### src/core/tmc_pkg.sv
// package: register map, field layout, mode and clock encodings for the timer mode/capture block
package tmc_pkg;
    // ------------------------------------------------------------
    // register indices; the bus byte address is four times the index
    // ------------------------------------------------------------
    localparam logic [11:0] TMC_OFS_CTRL_A    = 12'h0a0;
    localparam logic [11:0] TMC_OFS_CTRL_B    = 12'h0a1;
    localparam logic [11:0] TMC_OFS_COUNTER   = 12'h0a4;
    localparam logic [11:0] TMC_OFS_CAPTURE   = 12'h0a6;
    localparam logic [11:0] TMC_OFS_COMPARE_A = 12'h0a8;
    localparam logic [11:0] TMC_OFS_STATUS    = 12'h0b0;
    localparam logic [11:0] TMC_OFS_MASK      = 12'h0b4;
    // ------------------------------------------------------------
    // field positions and reset values
    // ------------------------------------------------------------
    localparam int          TMC_B_FILTER_BIT  = 7;
    localparam int          TMC_B_EDGE_BIT    = 6;
    localparam int          TMC_B_MODE_HI     = 4;
    localparam int          TMC_B_MODE_LO     = 3;
    localparam int          TMC_B_CSEL_HI     = 2;
    localparam logic [7:0]  TMC_B_WRITE_MASK  = 8'hdf;
    localparam logic [7:0]  TMC_CTRL_RESET    = 8'h00;
    localparam int          TMC_ST_CAPTURE    = 0;
    localparam int          TMC_ST_OVERFLOW   = 1;
    localparam int          TMC_FILTER_LEN    = 4;
    // ------------------------------------------------------------
    // fixed TOP values
    // ------------------------------------------------------------
    localparam logic [15:0] TMC_TOP_8BIT      = 16'h00ff;
    localparam logic [15:0] TMC_TOP_9BIT      = 16'h01ff;
    localparam logic [15:0] TMC_TOP_10BIT     = 16'h03ff;
    localparam logic [15:0] TMC_TOP_MAX       = 16'hffff;
    // ------------------------------------------------------------
    // prescaler divisors
    // ------------------------------------------------------------
    localparam int          TMC_DIV_8         = 8;
    localparam int          TMC_DIV_64        = 64;
    localparam int          TMC_DIV_256       = 256;
    localparam int          TMC_DIV_1024      = 1024;
    localparam int          TMC_PRE_W         = 10;

    typedef enum logic [3:0] {
        TMC_TOP_FIXED   = 4'b0001,
        TMC_TOP_CAPTURE = 4'b0010,
        TMC_TOP_COMPARE = 4'b0100,
        TMC_TOP_NONE    = 4'b1000
    } tmc_top_src_t;

    typedef enum logic [3:0] {
        TMC_KIND_NORMAL = 4'b0001,
        TMC_KIND_CLEAR  = 4'b0010,
        TMC_KIND_PHASE  = 4'b0100,
        TMC_KIND_FAST   = 4'b1000
    } tmc_kind_t;

    typedef struct packed {
        tmc_kind_t    kind;
        tmc_top_src_t top_src;
        logic [15:0]  top_fixed;
        logic         load_at_top;
        logic         load_at_bottom;
        logic         flag_at_top;
        logic         flag_at_bottom;
        logic         reserved;
    } tmc_mode_t;
endpackage

### src/core/tmc_capture_filter.sv
// capture input filter: four equal samples needed before the filtered level moves
`timescale 1ns/1ps
module tmc_capture_filter
    import tmc_pkg::*;
#(
    parameter int LEN = TMC_FILTER_LEN
) (
    input  wire logic clk,
    input  wire logic rst,
    input  wire logic enable,
    input  wire logic sample_in,
    output logic      level_out
);
    typedef struct packed {
        logic [LEN-1:0] hist;
        logic           level;
    } tmc_flt_state_t;

    tmc_flt_state_t st_reg;
    tmc_flt_state_t st_next;

    always_comb begin
        st_next      = st_reg;
        st_next.hist = {st_reg.hist[LEN-2:0], sample_in};
        if (!enable) begin
            st_next.level = sample_in;
        // judged on the registered history, so a change lands four cycles after the unfiltered path
        end else if (&st_reg.hist) begin
            st_next.level = 1'b1;
        end else if (~|st_reg.hist) begin
            st_next.level = 1'b0;
        end
    end

    always_ff @(posedge clk or posedge rst) begin
        if (rst) begin
            st_reg <= '0;
        end else begin
            st_reg <= st_next;
        end
    end

    assign level_out = st_reg.level;

    a_filter_hold: assert property (@(posedge clk) disable iff (rst)
        (enable && $past(enable) && st_reg.level != $past(st_reg.level))
            |-> ($past(st_reg.hist) == {LEN{st_reg.level}}))
        else $error("filtered level moved without four equal samples");
endmodule

### src/core/tmc_timer_ctrl.sv
// top: APB register file, mode decode, clock select, counter and input capture
//
// Function
// - codes 1-3 phase-correct, 5-7 fast PWM with fixed 8/9/10-bit TOP.
// - codes 8/9 phase-freq, 10/11 phase, 14/15 fast; even capture TOP, odd compare.
// - with filter on, filtered input changes after four equal samples.
// - enabled filter delays capture events by four cycles.
// - edge select zero captures on falling edge, one on rising edge.
// - capture copies counter into capture value and sets capture flag.
// - capture interrupt raised when capture flag set and enabled.
// - capture disabled while capture value serves as TOP.
// - clock select zero stops the counter.
// - codes 1-5 give clock divided by 1, 8, 64, 256, 1024.
// - control B: filter bit7, edge bit6, mode bits 4:3, clock select 2:0.
// - legacy mode-bit positions kept compatible.
// - codes 6 and 7 count falling and rising edges of external pin.
// - lower mode bits in control A combine with upper bits of control B.
`timescale 1ns/1ps
module tmc_timer_ctrl
    import tmc_pkg::*;
(
    input  wire logic        REF_CLK,
    input  wire logic        SYS_RST,
    input  wire logic        PSEL,
    input  wire logic        PENABLE,
    input  wire logic        PWRITE,
    input  wire logic [11:0] PADDR,
    input  wire logic [31:0] PWDATA,
    output logic      [31:0] PRDATA,
    output logic             PREADY,
    output logic             PSLVERR,
    input  wire logic        CAPTURE_IN,
    input  wire logic        EXT_COUNT_IN,
    output logic             IRQ
);
    // ------------------------------------------------------------
    // state
    // ------------------------------------------------------------
    typedef struct packed {
        logic [7:0]           ctrl_a;
        logic [7:0]           ctrl_b;
        logic [15:0]          counter_value;
        logic [15:0]          capture_value;
        logic [15:0]          compare_a_value;
        logic [15:0]          compare_a_buf;
        logic                 count_down;
        logic [TMC_PRE_W-1:0] prescale;
        logic                 ext_prev;
        logic                 cap_prev;
        logic [1:0]           status;
        logic [1:0]           mask;
        logic [31:0]          rdata;
    } tmc_state_t;

    tmc_state_t st_reg;
    tmc_state_t st_next;

    logic       cap_filtered;
    logic [3:0] waveform_mode;
    tmc_mode_t  md;
    logic [15:0] top_value;
    logic        tick;
    logic        capture_hit;
    logic        at_top;
    logic        at_bottom;
    logic        wr_en;
    logic        rd_en;
    logic        addr_ok;
    logic        capture_disabled;
    logic        rd_setup;
    logic [11:0] reg_index;

    // ------------------------------------------------------------
    // capture filter
    // ------------------------------------------------------------
    tmc_capture_filter #(
        .LEN       (TMC_FILTER_LEN)
    ) u_filter (
        .clk       (REF_CLK),
        .rst       (SYS_RST),
        .enable    (st_reg.ctrl_b[TMC_B_FILTER_BIT]),
        .sample_in (CAPTURE_IN),
        .level_out (cap_filtered)
    );

    // ------------------------------------------------------------
    // mode decode
    // ------------------------------------------------------------
    assign waveform_mode = {st_reg.ctrl_b[TMC_B_MODE_HI:TMC_B_MODE_LO], st_reg.ctrl_a[1:0]};

    always_comb begin
        md = '{kind: TMC_KIND_NORMAL, top_src: TMC_TOP_FIXED, top_fixed: TMC_TOP_MAX,
               load_at_top: 1'b0, load_at_bottom: 1'b0, flag_at_top: 1'b1,
               flag_at_bottom: 1'b0, reserved: 1'b0};
        case (waveform_mode)
            4'h1, 4'h2, 4'h3: begin
                md.kind        = TMC_KIND_PHASE;
                md.top_fixed   = (waveform_mode == 4'h1) ? TMC_TOP_8BIT :
                                 (waveform_mode == 4'h2) ? TMC_TOP_9BIT : TMC_TOP_10BIT;
                md.load_at_top = 1'b1;
                md.flag_at_top = 1'b0;
                md.flag_at_bottom = 1'b1;
            end
            4'h4, 4'hc: begin
                md.kind    = TMC_KIND_CLEAR;
                md.top_src = (waveform_mode == 4'h4) ? TMC_TOP_COMPARE : TMC_TOP_CAPTURE;
                md.flag_at_top = 1'b0;
            end
            4'h5, 4'h6, 4'h7: begin
                md.kind      = TMC_KIND_FAST;
                md.top_fixed = (waveform_mode == 4'h5) ? TMC_TOP_8BIT :
                               (waveform_mode == 4'h6) ? TMC_TOP_9BIT : TMC_TOP_10BIT;
                md.load_at_bottom = 1'b1;
            end
            4'h8, 4'h9: begin
                md.kind    = TMC_KIND_PHASE;
                md.top_src = waveform_mode[0] ? TMC_TOP_COMPARE : TMC_TOP_CAPTURE;
                md.load_at_bottom = 1'b1;
                md.flag_at_top    = 1'b0;
                md.flag_at_bottom = 1'b1;
            end
            4'ha, 4'hb: begin
                md.kind    = TMC_KIND_PHASE;
                md.top_src = waveform_mode[0] ? TMC_TOP_COMPARE : TMC_TOP_CAPTURE;
                md.load_at_top    = 1'b1;
                md.flag_at_top    = 1'b0;
                md.flag_at_bottom = 1'b1;
            end
            4'he, 4'hf: begin
                md.kind    = TMC_KIND_FAST;
                md.top_src = waveform_mode[0] ? TMC_TOP_COMPARE : TMC_TOP_CAPTURE;
                md.load_at_bottom = 1'b1;
            end
            4'hd: begin
                md.top_src     = TMC_TOP_NONE;
                md.flag_at_top = 1'b0;
                md.reserved    = 1'b1;
            end
            default: begin
                md.kind = TMC_KIND_NORMAL;
            end
        endcase
    end

    always_comb begin
        case (md.top_src)
            TMC_TOP_CAPTURE: top_value = st_reg.capture_value;
            TMC_TOP_COMPARE: top_value = st_reg.compare_a_value;
            TMC_TOP_FIXED:   top_value = md.top_fixed;
            default:         top_value = TMC_TOP_MAX;
        endcase
    end

    assign capture_disabled = (md.top_src == TMC_TOP_CAPTURE);

    // ------------------------------------------------------------
    // clock select and prescaler
    // ------------------------------------------------------------
    always_comb begin
        case (st_reg.ctrl_b[TMC_B_CSEL_HI:0])
            3'h1: tick = 1'b1;
            3'h2: tick = (st_reg.prescale[2:0] == 3'(TMC_DIV_8 - 1));
            3'h3: tick = (st_reg.prescale[5:0] == 6'(TMC_DIV_64 - 1));
            3'h4: tick = (st_reg.prescale[7:0] == 8'(TMC_DIV_256 - 1));
            3'h5: tick = (st_reg.prescale == TMC_PRE_W'(TMC_DIV_1024 - 1));
            3'h6: tick = st_reg.ext_prev && !EXT_COUNT_IN;
            3'h7: tick = !st_reg.ext_prev && EXT_COUNT_IN;
            default: tick = 1'b0;
        endcase
    end

    assign at_top    = (st_reg.counter_value == top_value);
    assign at_bottom = (st_reg.counter_value == 16'h0000);

    // capture edge on the filtered level
    assign capture_hit = !capture_disabled &&
                         (st_reg.ctrl_b[TMC_B_EDGE_BIT] ? (!st_reg.cap_prev && cap_filtered)
                                                        : (st_reg.cap_prev && !cap_filtered));

    // ------------------------------------------------------------
    // APB decode
    // ------------------------------------------------------------
    assign wr_en = PSEL && PENABLE && PWRITE;
    assign rd_en = PSEL && PENABLE && !PWRITE;
    assign rd_setup = PSEL && !PENABLE && !PWRITE;
    // word-aligned only; a misaligned address decodes to nothing
    assign reg_index = (PADDR[1:0] == 2'b00) ? {2'b00, PADDR[11:2]} : 12'hfff;
    always_comb begin
        case (reg_index)
            TMC_OFS_CTRL_A, TMC_OFS_CTRL_B, TMC_OFS_COUNTER, TMC_OFS_CAPTURE,
            TMC_OFS_COMPARE_A, TMC_OFS_STATUS, TMC_OFS_MASK: addr_ok = 1'b1;
            default: addr_ok = 1'b0;
        endcase
    end

    // ------------------------------------------------------------
    // next state
    // ------------------------------------------------------------
    always_comb begin
        logic [1:0] ev;
        ev      = 2'b00;
        st_next = st_reg;
        st_next.prescale = (st_reg.ctrl_b[TMC_B_CSEL_HI:0] == 3'h0) ? '0 : st_reg.prescale + 1'b1;
        st_next.ext_prev = EXT_COUNT_IN;
        st_next.cap_prev = cap_filtered;

        if (tick && !md.reserved) begin
            if (md.kind == TMC_KIND_PHASE) begin
                if (!st_reg.count_down) begin
                    if (at_top) begin
                        st_next.count_down    = 1'b1;
                        st_next.counter_value = st_reg.counter_value - 16'h0001;
                    end else begin
                        st_next.counter_value = st_reg.counter_value + 16'h0001;
                    end
                end else if (at_bottom) begin
                    st_next.count_down    = 1'b0;
                    st_next.counter_value = 16'h0001;
                end else begin
                    st_next.counter_value = st_reg.counter_value - 16'h0001;
                end
            end else if (at_top) begin
                st_next.counter_value = 16'h0000;
            end else begin
                st_next.counter_value = st_reg.counter_value + 16'h0001;
            end
            if ((md.load_at_top && at_top) || (md.load_at_bottom && at_bottom)) begin
                st_next.compare_a_value = st_reg.compare_a_buf;
            end
            if ((md.flag_at_top && at_top) || (md.flag_at_bottom && at_bottom && st_reg.count_down) ||
                (md.kind == TMC_KIND_CLEAR && st_reg.counter_value == TMC_TOP_MAX)) begin
                ev[TMC_ST_OVERFLOW] = 1'b1;
            end
        end

        if (capture_hit) begin
            st_next.capture_value = st_reg.counter_value;
            ev[TMC_ST_CAPTURE]    = 1'b1;
        end

        if (wr_en) begin
            case (reg_index)
                TMC_OFS_CTRL_A:  st_next.ctrl_a = {6'h00, PWDATA[1:0]};
                TMC_OFS_CTRL_B:  st_next.ctrl_b = PWDATA[7:0] & TMC_B_WRITE_MASK;
                TMC_OFS_COUNTER: st_next.counter_value = PWDATA[15:0];
                TMC_OFS_CAPTURE: st_next.capture_value = PWDATA[15:0];
                TMC_OFS_COMPARE_A: begin
                    st_next.compare_a_buf = PWDATA[15:0];
                    if (md.kind == TMC_KIND_NORMAL || md.kind == TMC_KIND_CLEAR) begin
                        st_next.compare_a_value = PWDATA[15:0];
                    end
                end
                TMC_OFS_MASK:    st_next.mask = PWDATA[1:0];
                default:         st_next.mask = st_reg.mask;
            endcase
        end

        // read data is captured in the setup cycle and presented from the register
        st_next.rdata = 32'h0000_0000;
        if (rd_setup) begin
            case (reg_index)
                TMC_OFS_CTRL_A:    st_next.rdata = {24'h000000, st_reg.ctrl_a};
                TMC_OFS_CTRL_B:    st_next.rdata = {24'h000000, st_reg.ctrl_b};
                TMC_OFS_COUNTER:   st_next.rdata = {16'h0000, st_reg.counter_value};
                TMC_OFS_CAPTURE:   st_next.rdata = {16'h0000, st_reg.capture_value};
                TMC_OFS_COMPARE_A: st_next.rdata = {16'h0000, st_reg.compare_a_buf};
                TMC_OFS_STATUS:    st_next.rdata = {30'h00000000, st_reg.status};
                TMC_OFS_MASK:      st_next.rdata = {30'h00000000, st_reg.mask};
                default:           st_next.rdata = 32'h0000_0000;
            endcase
        end

        // read clears only the bits it returned; a new event in the same cycle wins
        if (rd_en && reg_index == TMC_OFS_STATUS) begin
            st_next.status = (st_reg.status & ~st_reg.rdata[1:0]) | ev;
        end else begin
            st_next.status = st_reg.status | ev;
        end
    end

    always_ff @(posedge REF_CLK or posedge SYS_RST) begin
        if (SYS_RST) begin
            st_reg        <= '0;
            st_reg.ctrl_a <= TMC_CTRL_RESET;
            st_reg.ctrl_b <= TMC_CTRL_RESET;
        end else begin
            st_reg <= st_next;
        end
    end

    // ------------------------------------------------------------
    // outputs
    // ------------------------------------------------------------
    assign PREADY  = 1'b1;
    assign PSLVERR = PSEL && PENABLE && !addr_ok;
    assign PRDATA  = st_reg.rdata;
    assign IRQ     = |(st_reg.status & st_reg.mask);

    // ------------------------------------------------------------
    // checks
    // ------------------------------------------------------------
    a_stop_no_count: assert property (@(posedge REF_CLK) disable iff (SYS_RST)
        ($past(st_reg.ctrl_b[2:0]) == 3'h0 && !$past(wr_en)) |-> $stable(st_reg.counter_value))
        else $error("counter moved with no clock source");
    a_capture_copy: assert property (@(posedge REF_CLK) disable iff (SYS_RST)
        capture_hit && !(wr_en && reg_index == TMC_OFS_CAPTURE)
            |=> (st_reg.capture_value == $past(st_reg.counter_value)) && st_reg.status[TMC_ST_CAPTURE])
        else $error("capture did not copy counter or set flag");
    a_capture_off: assert property (@(posedge REF_CLK) disable iff (SYS_RST)
        capture_disabled |-> !capture_hit)
        else $error("capture fired while capture value is TOP");
    a_edge_rise: assert property (@(posedge REF_CLK) disable iff (SYS_RST)
        capture_hit |-> (cap_filtered == st_reg.ctrl_b[TMC_B_EDGE_BIT]))
        else $error("capture on wrong edge");
    a_irq_level: assert property (@(posedge REF_CLK) disable iff (SYS_RST)
        (st_reg.status[TMC_ST_CAPTURE] && st_reg.mask[TMC_ST_CAPTURE]) |-> IRQ)
        else $error("capture interrupt missing");
    a_bit5_zero: assert property (@(posedge REF_CLK) disable iff (SYS_RST)
        st_reg.ctrl_b[5] == 1'b0)
        else $error("control b bit 5 set");
    a_fast_wrap: assert property (@(posedge REF_CLK) disable iff (SYS_RST)
        (tick && md.kind == TMC_KIND_FAST && md.top_src == TMC_TOP_FIXED && at_top && !wr_en)
            |=> st_reg.counter_value == 16'h0000 && st_reg.status[TMC_ST_OVERFLOW])
        else $error("fast mode did not wrap at fixed top");
    a_phase_turn: assert property (@(posedge REF_CLK) disable iff (SYS_RST)
        (tick && md.kind == TMC_KIND_PHASE && at_top && !st_reg.count_down && !wr_en)
            |=> st_reg.count_down)
        else $error("phase mode did not turn at top");
    a_prescale_8: assert property (@(posedge REF_CLK) disable iff (SYS_RST)
        (st_reg.ctrl_b[2:0] == 3'h2 && tick) |-> st_reg.prescale[2:0] == 3'h7)
        else $error("divide by 8 tick misplaced");
    a_clear_max_flag: assert property (@(posedge REF_CLK) disable iff (SYS_RST)
        (tick && md.kind == TMC_KIND_CLEAR && st_reg.counter_value == TMC_TOP_MAX)
            |=> st_reg.status[TMC_ST_OVERFLOW])
        else $error("clear mode did not flag overflow at max");
    a_capture_sticky: assert property (@(posedge REF_CLK) disable iff (SYS_RST)
        (st_reg.status[TMC_ST_CAPTURE] && !(rd_en && reg_index == TMC_OFS_STATUS))
            |=> st_reg.status[TMC_ST_CAPTURE])
        else $error("capture flag dropped without a status read");
    c_clear_wrap: cover property (@(posedge REF_CLK) tick && md.kind == TMC_KIND_CLEAR && at_top);
    c_capture: cover property (@(posedge REF_CLK) capture_hit);
    c_irq: cover property (@(posedge REF_CLK) IRQ);
    c_phase_turn: cover property (@(posedge REF_CLK) st_reg.count_down && !$past(st_reg.count_down));
    c_ext_tick: cover property (@(posedge REF_CLK) tick && st_reg.ctrl_b[2:1] == 2'b11);
endmodule

### config.mk
export PLATFORM = sky130hd
export DESIGN_NAME = tmc_timer_ctrl
export DESIGN_NICKNAME = d
export VERILOG_FILES = /design/src/core/tmc_pkg.sv /design/src/core/tmc_capture_filter.sv /design/src/core/tmc_timer_ctrl.sv
export SDC_FILE = /design/constraint.sdc
export NUM_CORES = 1
export LEC_CHECK = 0
export BUFFER_PORTS_ARGS = -buffer_cell sky130_fd_sc_hd__buf_2
export CAP_MARGIN = 20
export CORE_AREA = 3 3 123 125
export DETAILED_ROUTE_END_ITERATION = 7
export DIE_AREA = 0 0 126 128
export PLACE_DENSITY = 0.74
export SYNTH_ARGS = -nofsm -noshare
export SYNTH_HDL_FRONTEND = slang
export SYNTH_SLANG_ARGS = --single-unit
### constraint.sdc
create_clock -name REF_CLK -period 4.2 [get_ports REF_CLK]
set_input_delay 0.21 -clock REF_CLK [delete_from_list [all_inputs] [get_ports REF_CLK]]
set_output_delay 0.21 -clock REF_CLK [all_outputs]
set_load 0.05 [all_outputs]
==> impl_metrics.py, run 1 <==
metrics = {
    "placement": {
        "post-place-ws_ps": 692.8,
        "port_buffers": 52,
        "place_congestion": 1.026,
        "post-dp-hpwl_mm": 14.84,
    },
    "cts": {
        "cts_setup_buffers": 0,
        "cts.reportedPaths.clkPinSlew_ps": 80,
        "clock_latency_ps": 370,
        "cts_sinks": 111,
        "htree_levels": 3,
        "cts_root_buffer": "clkbuf_16",
        "cts_buffers": 9,
        "clock_path_buffers": 2,
        "tritoncts": "yes",
    },
    "die": {
        "die_area_um2": 16130,
        "rows": 43,
        "die_h_um": 128,
        "coreArea_um2": 13990,
        "initial_core_util_pct": 54.28,
        "ioPinCount": 86,
        "die_w_um": 126,
    },
    "yosys": {
        "synth.distinct_cells": 78,
        "synth_edf_count": 0,
        "postSynthAreaPerCell_um2": 8.809,
        "synth_top_area_share_pct": 36.58,
        "ys_seq_elements": 111,
        "syn_area_um2": 7594,
        "synth_area_leaders": "dfrtp_1, mux2_2, nor2_1",
        "synth-seq-area-share_pct": 36.58,
        "syn_inst": 862,
        "async_flop_share_pct": 100.0,
        "yosysWarnings": 0,
        "yosys.area.top_type": "dfrtp_1",
        "ys.flop_type": "dfrtp_1",
    },
    "run_status": {
        "status": "completed",
    },
    "grt": {
        "grt_max_degree": 59,
        "grt_usage_pct": 26.35,
        "grt_pass1_vias": 6410,
        "antenna_found_initial": 0,
        "overflow": 0,
        "grt_pass1_wl_mm": 34.27,
    },
    "setup_path": {
        "reg2reg_depth": 11,
        "cp-endpoint": "st_reg[69]",
        "critPathMaxFanout": 15,
        "r2r_end": "st_reg[69]",
        "endpoint_kind": "flop",
        "critical_path_arrival_ps": 3840,
        "start_kind": "flop",
        "r2r_setup_slack_ps": 590,
        "crit_start": "st_reg[121]",
        "r2r_start": "st_reg[121]",
        "crit_type": "flop to flop",
        "worst-endpoint-required_ps": 4420,
    },
    "pwr": {
        "power_density_nw_per_um2": 264.3,
        "ir_drop_mv": 0.1851,
        "comb_power_share_pct": 6.1,
        "p_sw_uw": 523.8,
        "seqPwrFrac_pct": 49.8,
        "intPower_uw": 1650,
        "clock_power_share_pct": 44.2,
        "p_sw_share_pct": 24.10,
        "p_leak_uw": 0.003664,
    },
    "drt": {
        "ant_nets": 0,
        "via_count": 6767,
        "drcViolationCount": 0,
        "drt-total-wl_mm": 21.04,
        "firstDrtPassIters": 6,
        "drtIter0Drc": 803,
        "viasPerCell": 6.348,
        "wl_per_cell_um": 19.74,
    },
    "cells_and_area": {
        "drive_gt1_share_pct": 21.11,
        "nets": 936,
        "largest_reg_flops": 90,
        "diodes": 0,
        "final_cell_mix": "dfrtp_1, nor2_1, a21oi_1",
        "area_growth_pct": 8.288,
        "layout_commonest_cell": "dfrtp_1",
    },
    "timing": {
        "rsz0062_at_grt": "no",
        "finalCritPeriodShare_pct": 86.02,
        "fin_tns_setup_ps": 0,
        "layout_min_cycle_time_ps": 3613,
        "max_slew_margin_pct": 37.52,
        "fin_ws_ps": 587.3,
        "hold_viol": 0,
        "tightest_slew_ps": 937.1,
        "fmax_ghz": 0.2768,
        "fin_skew_ps": 9.727,
        "setup_violations": 0,
        "drv_slew": 0,
    },
    "job": {
        "maxCapViolCount": 0,
    },
    "worst_hold_path": {
        "hp-class": "input pin to flop",
    },
}
==> critical path: stages, from the launching register on <==
cell and delay (ps):
dfrtp_1 610, buf_4 300, nor3b_2 430, a21oi_1 140
o221ai_1 300, o311a_1 220, nand4_1 120, nor4b_1 400
o21ai_2 360, buf_4 300, mux2i_1 210, a21oi_2 80
==> cell families (layout without fill, tap and decap cells) <==
kind of cell             after synthesis  after routing  synth area share [%]
multiplexers                          68             68                 9.573
adder cells (fa/ha/maj)                4              4                0.6591
flip-flops                           111            111                 36.58
buffers and inverters                116            125                 8.272
XOR/XNOR                              21             21                 2.422
other                                  2             17               0.09890
AO/OA/AOI/OAI                        235            235                 21.72
AND/OR/NAND/NOR                      305            305                 20.68
==> synth_stat cells (all sizes together) (7+ instances only) <==
cell    instances
nand2          56
nor2          105
a22oi          15
mux2i          31
o21ai          37
mux2           37
xnor2           8
nand3          33
o22ai           8
and3           12
xor2           13
a21oi          73
nand2b         11
inv            22
or3            16
o221ai         10
a31oi          16
nand4           7
nor2b          13
o31ai           7
nor3           18
clkbuf         38
a211oi          7
dfrtp         111
buf            56
nor4            7
==> worst min-delay path by stage <==
stage                            start                   to  slack, ps  cells past startpoint
after global routing        PWDATA[13]           st_reg[62]        160                      2
after CTS                   PWDATA[13]           st_reg[62]        140                      2
final                       PWDATA[13]           st_reg[62]        140                      2
after floorplan           EXT_COUNT_IN           st_reg[37]        240                      0
after detailed placement       SYS_RST  u_filter.st_next[4]         70                      2
after global placement         SYS_RST  u_filter.st_next[4]         70                      2
==> final cells by class <==
class / instances / area [um2]
Clock inverter: 6 / 90.09
Timing Repair Buffer: 87 / 548.0
Multi-Input combinational cell: 650 / 4258
Inverter: 22 / 85.08
Tap cell: 180 / 225.2
Clock buffer: 10 / 239.0
Sequential cell: 111 / 2778
Fill cell: 1294 / 5766
==> per-stage QoR <==
step / util (%) / power [uW] / hold WS (ps) / area (um2) / std cells
after detailed placement: 55.98 / 1232 / 67.44 / 7831 / 1045
after floorplan: - / 1194 / 241.4 / 7650 / 877
after global routing: 58.78 / 2235 / 160.9 / 8223 / 1066
after CTS: 58.55 / 2191 / 141.6 / 8190 / 1064
final: 58.78 / 2173 / 144.4 / 8223 / 1066
after global placement: 55.98 / 1231 / 69.26 / 7831 / 1045
==> metal layers <==
| layer | GRT usage (%) | share of wire (%) |
|---|---|---|
| met1 | 37.11 | 44 |
| met2 | 41.35 | 46 |
| met3 | 4.458 | 7.4 |
| met4 | 9.085 | 2.2 |
| met5 | 0 | 0 |
==> power groups by stage <==
| stage | Sequential (uW) | Combinational [uW] | Clock [uW] |
|---|---|---|---|
| 3_3_place_gp | 1100 | 129 | 0 |
| 5_1_grt | 1080 | 144 | 1010 |
| 3_5_place_dp | 1100 | 130 | 0 |
| 2_1_floorplan | 1100 | 95.9 | 0 |
| 4_1_cts | 1080 | 132 | 978 |
| 6_report | 1080 | 132 | 960 |
==> repair_timing <==
item / in CTS / in global routing
hold buffers: 3 / 0
gates resized for setup: 0 / 0
hold endpoints to repair: 3 / 0
No activity file was read; power rests on OpenSTA's default activity.
==> run 2: changes to the inputs <==
MAX_ROUTING_LAYER = met4   (was unset)
==> run 2 against run 1 <==
  * Register-to-register slack lost 90 ps
  * Non-clock buffer count decreased by 4
  * Wire length decreased by 1.4%
  * Cell area down 0.76%
  * Cell count is 0.28% lower
  * Die area unchanged
  * Sequential share of layout area rose by 0.26 points
  * Combinational power barely moved
  * Count of clock-buffer cells in the layout rose by 1
  * Global-route usage is 0.86 points higher
  * Fmax fell by 2.3%
  * Clock skew up 4.5 ps
  * Critical path type unchanged
  * Largest power group unchanged
==> impl_metrics.py, run 2 (same netlist as run 1, synthesis figures left out) <==
metrics = {
    "die": {
        "initial_core_util_pct": 54.28,
        "ioPinCount": 86,
        "rows": 43,
        "die_h_um": 128,
        "die_area_um2": 16130,
        "coreArea_um2": 13990,
        "die_w_um": 126,
    },
    "drt": {
        "drcViolationCount": 0,
        "viasPerCell": 6.363,
        "ant_nets": 0,
        "drt-total-wl_mm": 20.74,
        "drtIter0Drc": 767,
        "firstDrtPassIters": 6,
        "wl_per_cell_um": 19.51,
        "via_count": 6764,
    },
    "timing": {
        "fmax_ghz": 0.2704,
        "fin_ws_ps": 502.2,
        "fin_hold_ws_ps": 141.6,
        "finalCritPeriodShare_pct": 88.04,
        "rsz0062_at_grt": "no",
        "drv_slew": 0,
        "fin_skew_ps": 14.18,
        "layout_min_cycle_time_ps": 3698,
        "max_slew_margin_pct": 36.24,
        "hold_viol": 0,
        "setup_violations": 0,
        "fin_tns_setup_ps": 0,
        "tightest_slew_ps": 956.2,
    },
    "grt": {
        "grt_busiest_layer": "met2",
        "grt_usage_pct": 27.22,
        "grt_max_degree": 51,
        "grtUsageMet3_pct": 5.125,
        "grt_pass1_wl_mm": 34.33,
        "grt_pass1_vias": 6441,
        "overflow": 0,
        "use_met2_pct": 42.22,
        "grt_use_met1_pct": 36.95,
        "antenna_found_initial": 1,
    },
    "placement": {
        "post-place-ws_ps": 620.8,
        "post-dp-hpwl_mm": 14.81,
        "port_buffers": 52,
        "place_congestion": 1.009,
        "post_dp_cell_area_um2": 7801,
    },
    "setup_path": {
        "critPathMaxFanout": 17,
        "crit_start": "st_reg[116]",
        "crit_chain": "nor2b_1 > o22a_1 > o221ai_1 > o311a_1 > nand4_1 > nor4b_1 > o21ai_2 > buf_4 > mux2i_1 > a21oi_2",
        "worst-endpoint-required_ps": 4410,
        "start_kind": "flop",
        "cp-endpoint": "st_reg[69]",
        "crit_type": "flop to flop",
        "reg2reg_depth": 10,
        "r2r_start": "st_reg[116]",
        "cp_slowest_cell": "dfrtp_1",
        "r2r_setup_slack_ps": 500,
        "r2r_end": "st_reg[69]",
        "slowest_delay_ps": 750,
        "endpoint_kind": "flop",
        "critical_path_arrival_ps": 3910,
    },
    "cts": {
        "htree_levels": 3,
        "cts.reportedPaths.clkPinSlew_ps": 80,
        "cts_root_buffer": "clkbuf_16",
        "ctsResizeCount": 0,
        "cts_buffers": 9,
        "clock_latency_ps": 360,
        "cts_sinks": 111,
        "tritoncts": "yes",
        "clock_path_buffers": 2,
    },
    "pwr": {
        "finalPower_uw": 2085,
        "seqPwrFrac_pct": 51.9,
        "p_sw_uw": 514.2,
        "ir_drop_mv": 0.1936,
        "clock_power_share_pct": 41.8,
        "p_sw_share_pct": 24.66,
        "p_leak_uw": 0.003622,
        "intPower_uw": 1571,
        "power_density_nw_per_um2": 255.5,
        "comb_power_share_pct": 6.3,
    },
    "cells_and_area": {
        "nets": 932,
        "largest_reg_flops": 90,
        "area_growth_pct": 7.464,
        "seqCellArea_um2": 2778,
        "stdcell_area_um2": 8160,
        "multi_input_area_um2": 4258,
        "final_cell_mix": "dfrtp_1, nor2_1, a21oi_1",
        "drive_gt1_share_pct": 20.52,
        "layout_commonest_cell": "dfrtp_1",
        "fillers": 1281,
    },
    "worst_hold_path": {
        "hp-class": "input pin to flop",
    },
    "run_status": {
        "status": "completed",
    },
    "job": {
        "maxCapViolCount": 0,
    },
}
-- run 2: changes by cell type in the layout (fill, tap and decap cells not counted) --
cell and change:
clkbuf_1 +2, inv_6 -2, clkbuf_4 +1, buf_2 -1, diode_2 +1, clkinv_4 +1, clkinvlp_4 +1, bufinv_16 -1
clkbuf_8 -1, buf_4 -4
-- run 2: power by group through the flow --
stage	combinational (uW)	clock [uW]	sequential, uW
global route	144	925	1080
global placement	129	0	1100
detailed placement	130	0	1100
floorplan	95.9	0	1100
finish	132	871	1080
CTS	133	882	1080
-- run 2: worst min-delay path by stage --
stage                       from  cells past startpoint                  end  slack (ps)
CTS                   PWDATA[13]                      3           st_reg[78]         150
global route          PWDATA[13]                      3           st_reg[78]         150
global placement         SYS_RST                      2   u_filter.st_reg[4]         230
finish                PWDATA[13]                      3           st_reg[78]         140
floorplan           EXT_COUNT_IN                      0           st_reg[37]         240
detailed placement       SYS_RST                      2  u_filter.st_next[4]         230
-- run 2: cell type report --
cell class                      instances  share of cell area (%)
Multi-Input combinational cell        650                   52.18
Timing Repair Buffer                   83                   6.378
Tap cell                              180                   2.760
Clock buffer                           11                   2.852
Antenna cell                            1                 0.03067
Inverter                               22                   1.043
Sequential cell                       111                   34.04
Clock inverter                          5                  0.7206
-- run 2: routing by layer --
layer  wire length, um  vias up
met4               342        0
li1                  -     3131
met3              1662       33
met2              9652      310
met1              9083     3290
met5                 0        -
-- run 2: through the flow --
step	cells	util [%]
final	1063	58.34
after global placement	1041	55.77
after global routing	1063	58.34
after CTS	1060	58.07
after detailed placement	1041	55.77
after floorplan	877	-
-- run 2: critical path: cells and delay by family, from the launching register on --
kind | cells | cell delay (ps)
AO/OA/AOI/OAI | 5 | 1400
buffers and inverters | 1 | 320
flip-flops | 1 | 750
AND/OR/NAND/NOR | 3 | 800
multiplexers | 1 | 260
-- run 2: timing repair --
item / CTS / global route
hold endpoints to repair: 32 / 0
setup endpoints to repair: 0 / 0
buffers inserted: 0 / 0
hold buffers: 3 / 0
==> run 3: changes to the inputs <==
ABC_AREA = 1   (was unset)
CORE_AREA = 3 3 122 124   (was 3 3 123 125)
DIE_AREA = 0 0 125 127   (was 0 0 126 128)
==> run 3 against run 2 <==
  * Clock power down 2.9%
  * First-iteration DRC count fell by 2.2%
  * Flip-flop and latch count unchanged
  * Core utilization shrank 1.1 points
  * Synthesized cell count increased by 26%
  * Power is 0.85% higher
  * Clock skew shrank 4.9 ps
  * Critical endpoint is now st_reg[102]
  * Highest routed layer unchanged
==> impl_metrics.py, run 3 <==
metrics = {
    "setup_path": {
        "worst-endpoint-required_ps": 4450,
        "endpoint_kind": "flop",
        "critPathMaxFanout": 17,
        "start_kind": "flop",
        "crit_type": "flop to flop",
        "critical_path_arrival_ps": 3490,
    },
    "drt": {
        "ant_nets": 0,
        "drt-total-wl_mm": 21.43,
        "drcViolationCount": 0,
        "wl_per_cell_um": 16.70,
        "firstDrtPassIters": 6,
        "drtIter0Drc": 750,
        "via_count": 7236,
        "viasPerCell": 5.640,
    },
    "timing": {
        "fin_hold_ws_ps": 76.89,
        "finalCritPeriodShare_pct": 77.23,
        "fin_tns_setup_ps": 0,
        "setup_violations": 0,
        "fin_skew_ps": 9.285,
        "hold_viol": 0,
        "drv_slew": 0,
        "fmax_ghz": 0.3083,
        "rsz0062_at_grt": "no",
        "tightest_slew_ps": 886.7,
        "layout_min_cycle_time_ps": 3244,
        "max_slew_margin_pct": 40.75,
    },
    "cts": {
        "cts_sinks": 111,
        "cts_root_buffer": "clkbuf_16",
        "cts_buffers": 9,
        "clock_latency_ps": 360,
        "htree_levels": 3,
        "cts.reportedPaths.clkPinSlew_ps": 80,
        "cts_hold_buf": 2,
        "cts_setup_buffers": 0,
        "ctsResizeCount": 0,
        "tritoncts": "yes",
        "clock_path_buffers": 2,
    },
    "placement": {
        "post-dp-hpwl_mm": 15.36,
        "port_buffers": 52,
        "place_congestion": 0.9582,
    },
    "cells_and_area": {
        "drive_gt1_share_pct": 10.43,
        "area_growth_pct": 6.065,
        "seqCellArea_um2": 2778,
        "layout_commonest_cell": "nand2_1",
        "largest_reg_flops": 90,
        "fillers": 1354,
        "nets": 1154,
        "multi_input_area_um2": 3757,
        "final_cell_mix": "nand2_1, inv_1, nor2_1",
        "diodes": 0,
    },
    "yosys": {
        "synth_top_area_share_pct": 37.09,
        "yosysWarnings": 0,
        "yosys.area.top_type": "dfrtp_1",
        "syn_area_um2": 7488,
        "synth_area_leaders": "dfrtp_1, nand2_1, nand3_1",
        "synth_edf_count": 0,
        "yosysMostFrequentCell": "nand2_1",
        "async_flop_share_pct": 100.0,
        "synthTopCellsByCount": "nand2_1, inv_1, nor2_1",
        "ys_seq_elements": 111,
        "ys.flop_type": "dfrtp_1",
        "synth-seq-area-share_pct": 37.09,
        "syn_inst": 1090,
        "postSynthAreaPerCell_um2": 6.870,
        "synth.distinct_cells": 44,
    },
    "grt": {
        "overflow": 0,
        "use_met2_pct": 43.91,
        "grt_pass1_wl_mm": 34.44,
        "antenna_found_initial": 0,
        "grt_use_met1_pct": 36.62,
        "grt_max_degree": 88,
        "grt_pass1_vias": 6704,
        "grt_usage_pct": 27.93,
        "grt_busiest_layer": "met2",
        "grtUsageMet3_pct": 4.515,
    },
    "pwr": {
        "p_sw_share_pct": 26.85,
        "intPower_uw": 1538,
        "p_sw_uw": 564.5,
        "power_density_nw_per_um2": 264.7,
        "p_leak_uw": 0.003895,
        "comb_power_share_pct": 7.8,
        "clock_power_share_pct": 40.2,
        "finalPower_uw": 2103,
        "ir_drop_mv": 0.2193,
        "seqPwrFrac_pct": 52.0,
    },
    "die": {
        "die_w_um": 125,
        "rows": 43,
        "die_area_um2": 15880,
        "die_h_um": 127,
        "ioPinCount": 86,
        "coreArea_um2": 13880,
        "initial_core_util_pct": 53.95,
    },
    "job": {
        "maxCapViolCount": 0,
    },
    "worst_hold_path": {
        "hp-class": "input pin to flop",
    },
    "run_status": {
        "status": "completed",
    },
}
==> run 3: power groups by stage <==
stage / Combinational [uW] / Clock, uW / Sequential (uW)
after floorplan: 116 / 0 / 1110
after global placement: 153 / 0 / 1110
after detailed placement: 155 / 0 / 1110
after CTS: 157 / 855 / 1090
after global routing: 179 / 904 / 1100
final: 163 / 846 / 1090
==> run 3: kinds of logic (layout without fill, tap and decap cells) <==
logic type                 count (synthesis)  after routing  synth area share (%)
xor gates and xnor gates                  23             23                 2.690
AOI/OAI and AO/OA                        177            177                 13.43
DFF                                      111            111                 37.09
buffers and inverters                    217            215                 13.48
other                                      2             17                0.1003
adders and majority gates                  4              4                0.6684
and+or+nand+nor                          554            554                 32.23
muxes                                      2              2                0.3007
==> run 3: path summary, 6_finish.rpt <==
kind,endpoint,start,cells after the start,slack (ps)
max in group asynchronous,st_reg[108],SYS_RST,5,2790
min in group asynchronous,st_reg[83],SYS_RST,3,370
max,st_reg[102],st_reg[117],17,960
min,st_reg[65],PWDATA[0],3,80
max reg2reg,st_reg[102],st_reg[117],17,960
min reg2reg,u_filter.st_next[4],u_filter.st_next[3],0,390
==> run 3: critical path, stage by stage (launching register included) <==
cell and delay [ps]:
dfrtp_1 600, inv_1 200, nand2_4 250, nand2_4 120
nor2_1 140, nand2_1 60, nand2_1 60, nand2_1 50
nor2_1 170, nand2_1 120, nor2_4 380, nand2_1 450
nand2_1 190, nand2_1 60, nand2_1 50, nand2_1 60
nand2_1 90, a21oi_1 70
==> run 3: layout make-up <==
type,instances,area share [%]
Inverter,134,6.364
Tap cell,180,2.836
Sequential cell,111,34.97
Multi-Input combinational cell,777,47.31
Timing Repair Buffer,66,4.994
Clock inverter,6,0.6931
Clock buffer,9,2.836
==> run 3: per-layer routing <==
metal | share of wire (%) | up-vias | wire length [um]
met2 | 47 | 340 | 10020
li1 | - | 3479 | -
met4 | 3.4 | 0 | 728
met3 | 7.4 | 57 | 1576
met1 | 42 | 3360 | 9105
met5 | 0 | - | 0
==> run 3: per-stage QoR <==
stage / utilization [%] / cell area, um2 / instances / setup slack [ps]
3_5_place_dp: 54.65 / 7586 / 1262 / 1050
5_1_grt: 57.22 / 7943 / 1283 / 596.2
3_3_place_gp: 54.65 / 7586 / 1262 / 1138
2_1_floorplan: - / 7545 / 1105 / 1059
4_1_cts: 56.81 / 7886 / 1279 / 1093
6_report: 57.22 / 7943 / 1283 / 956.2
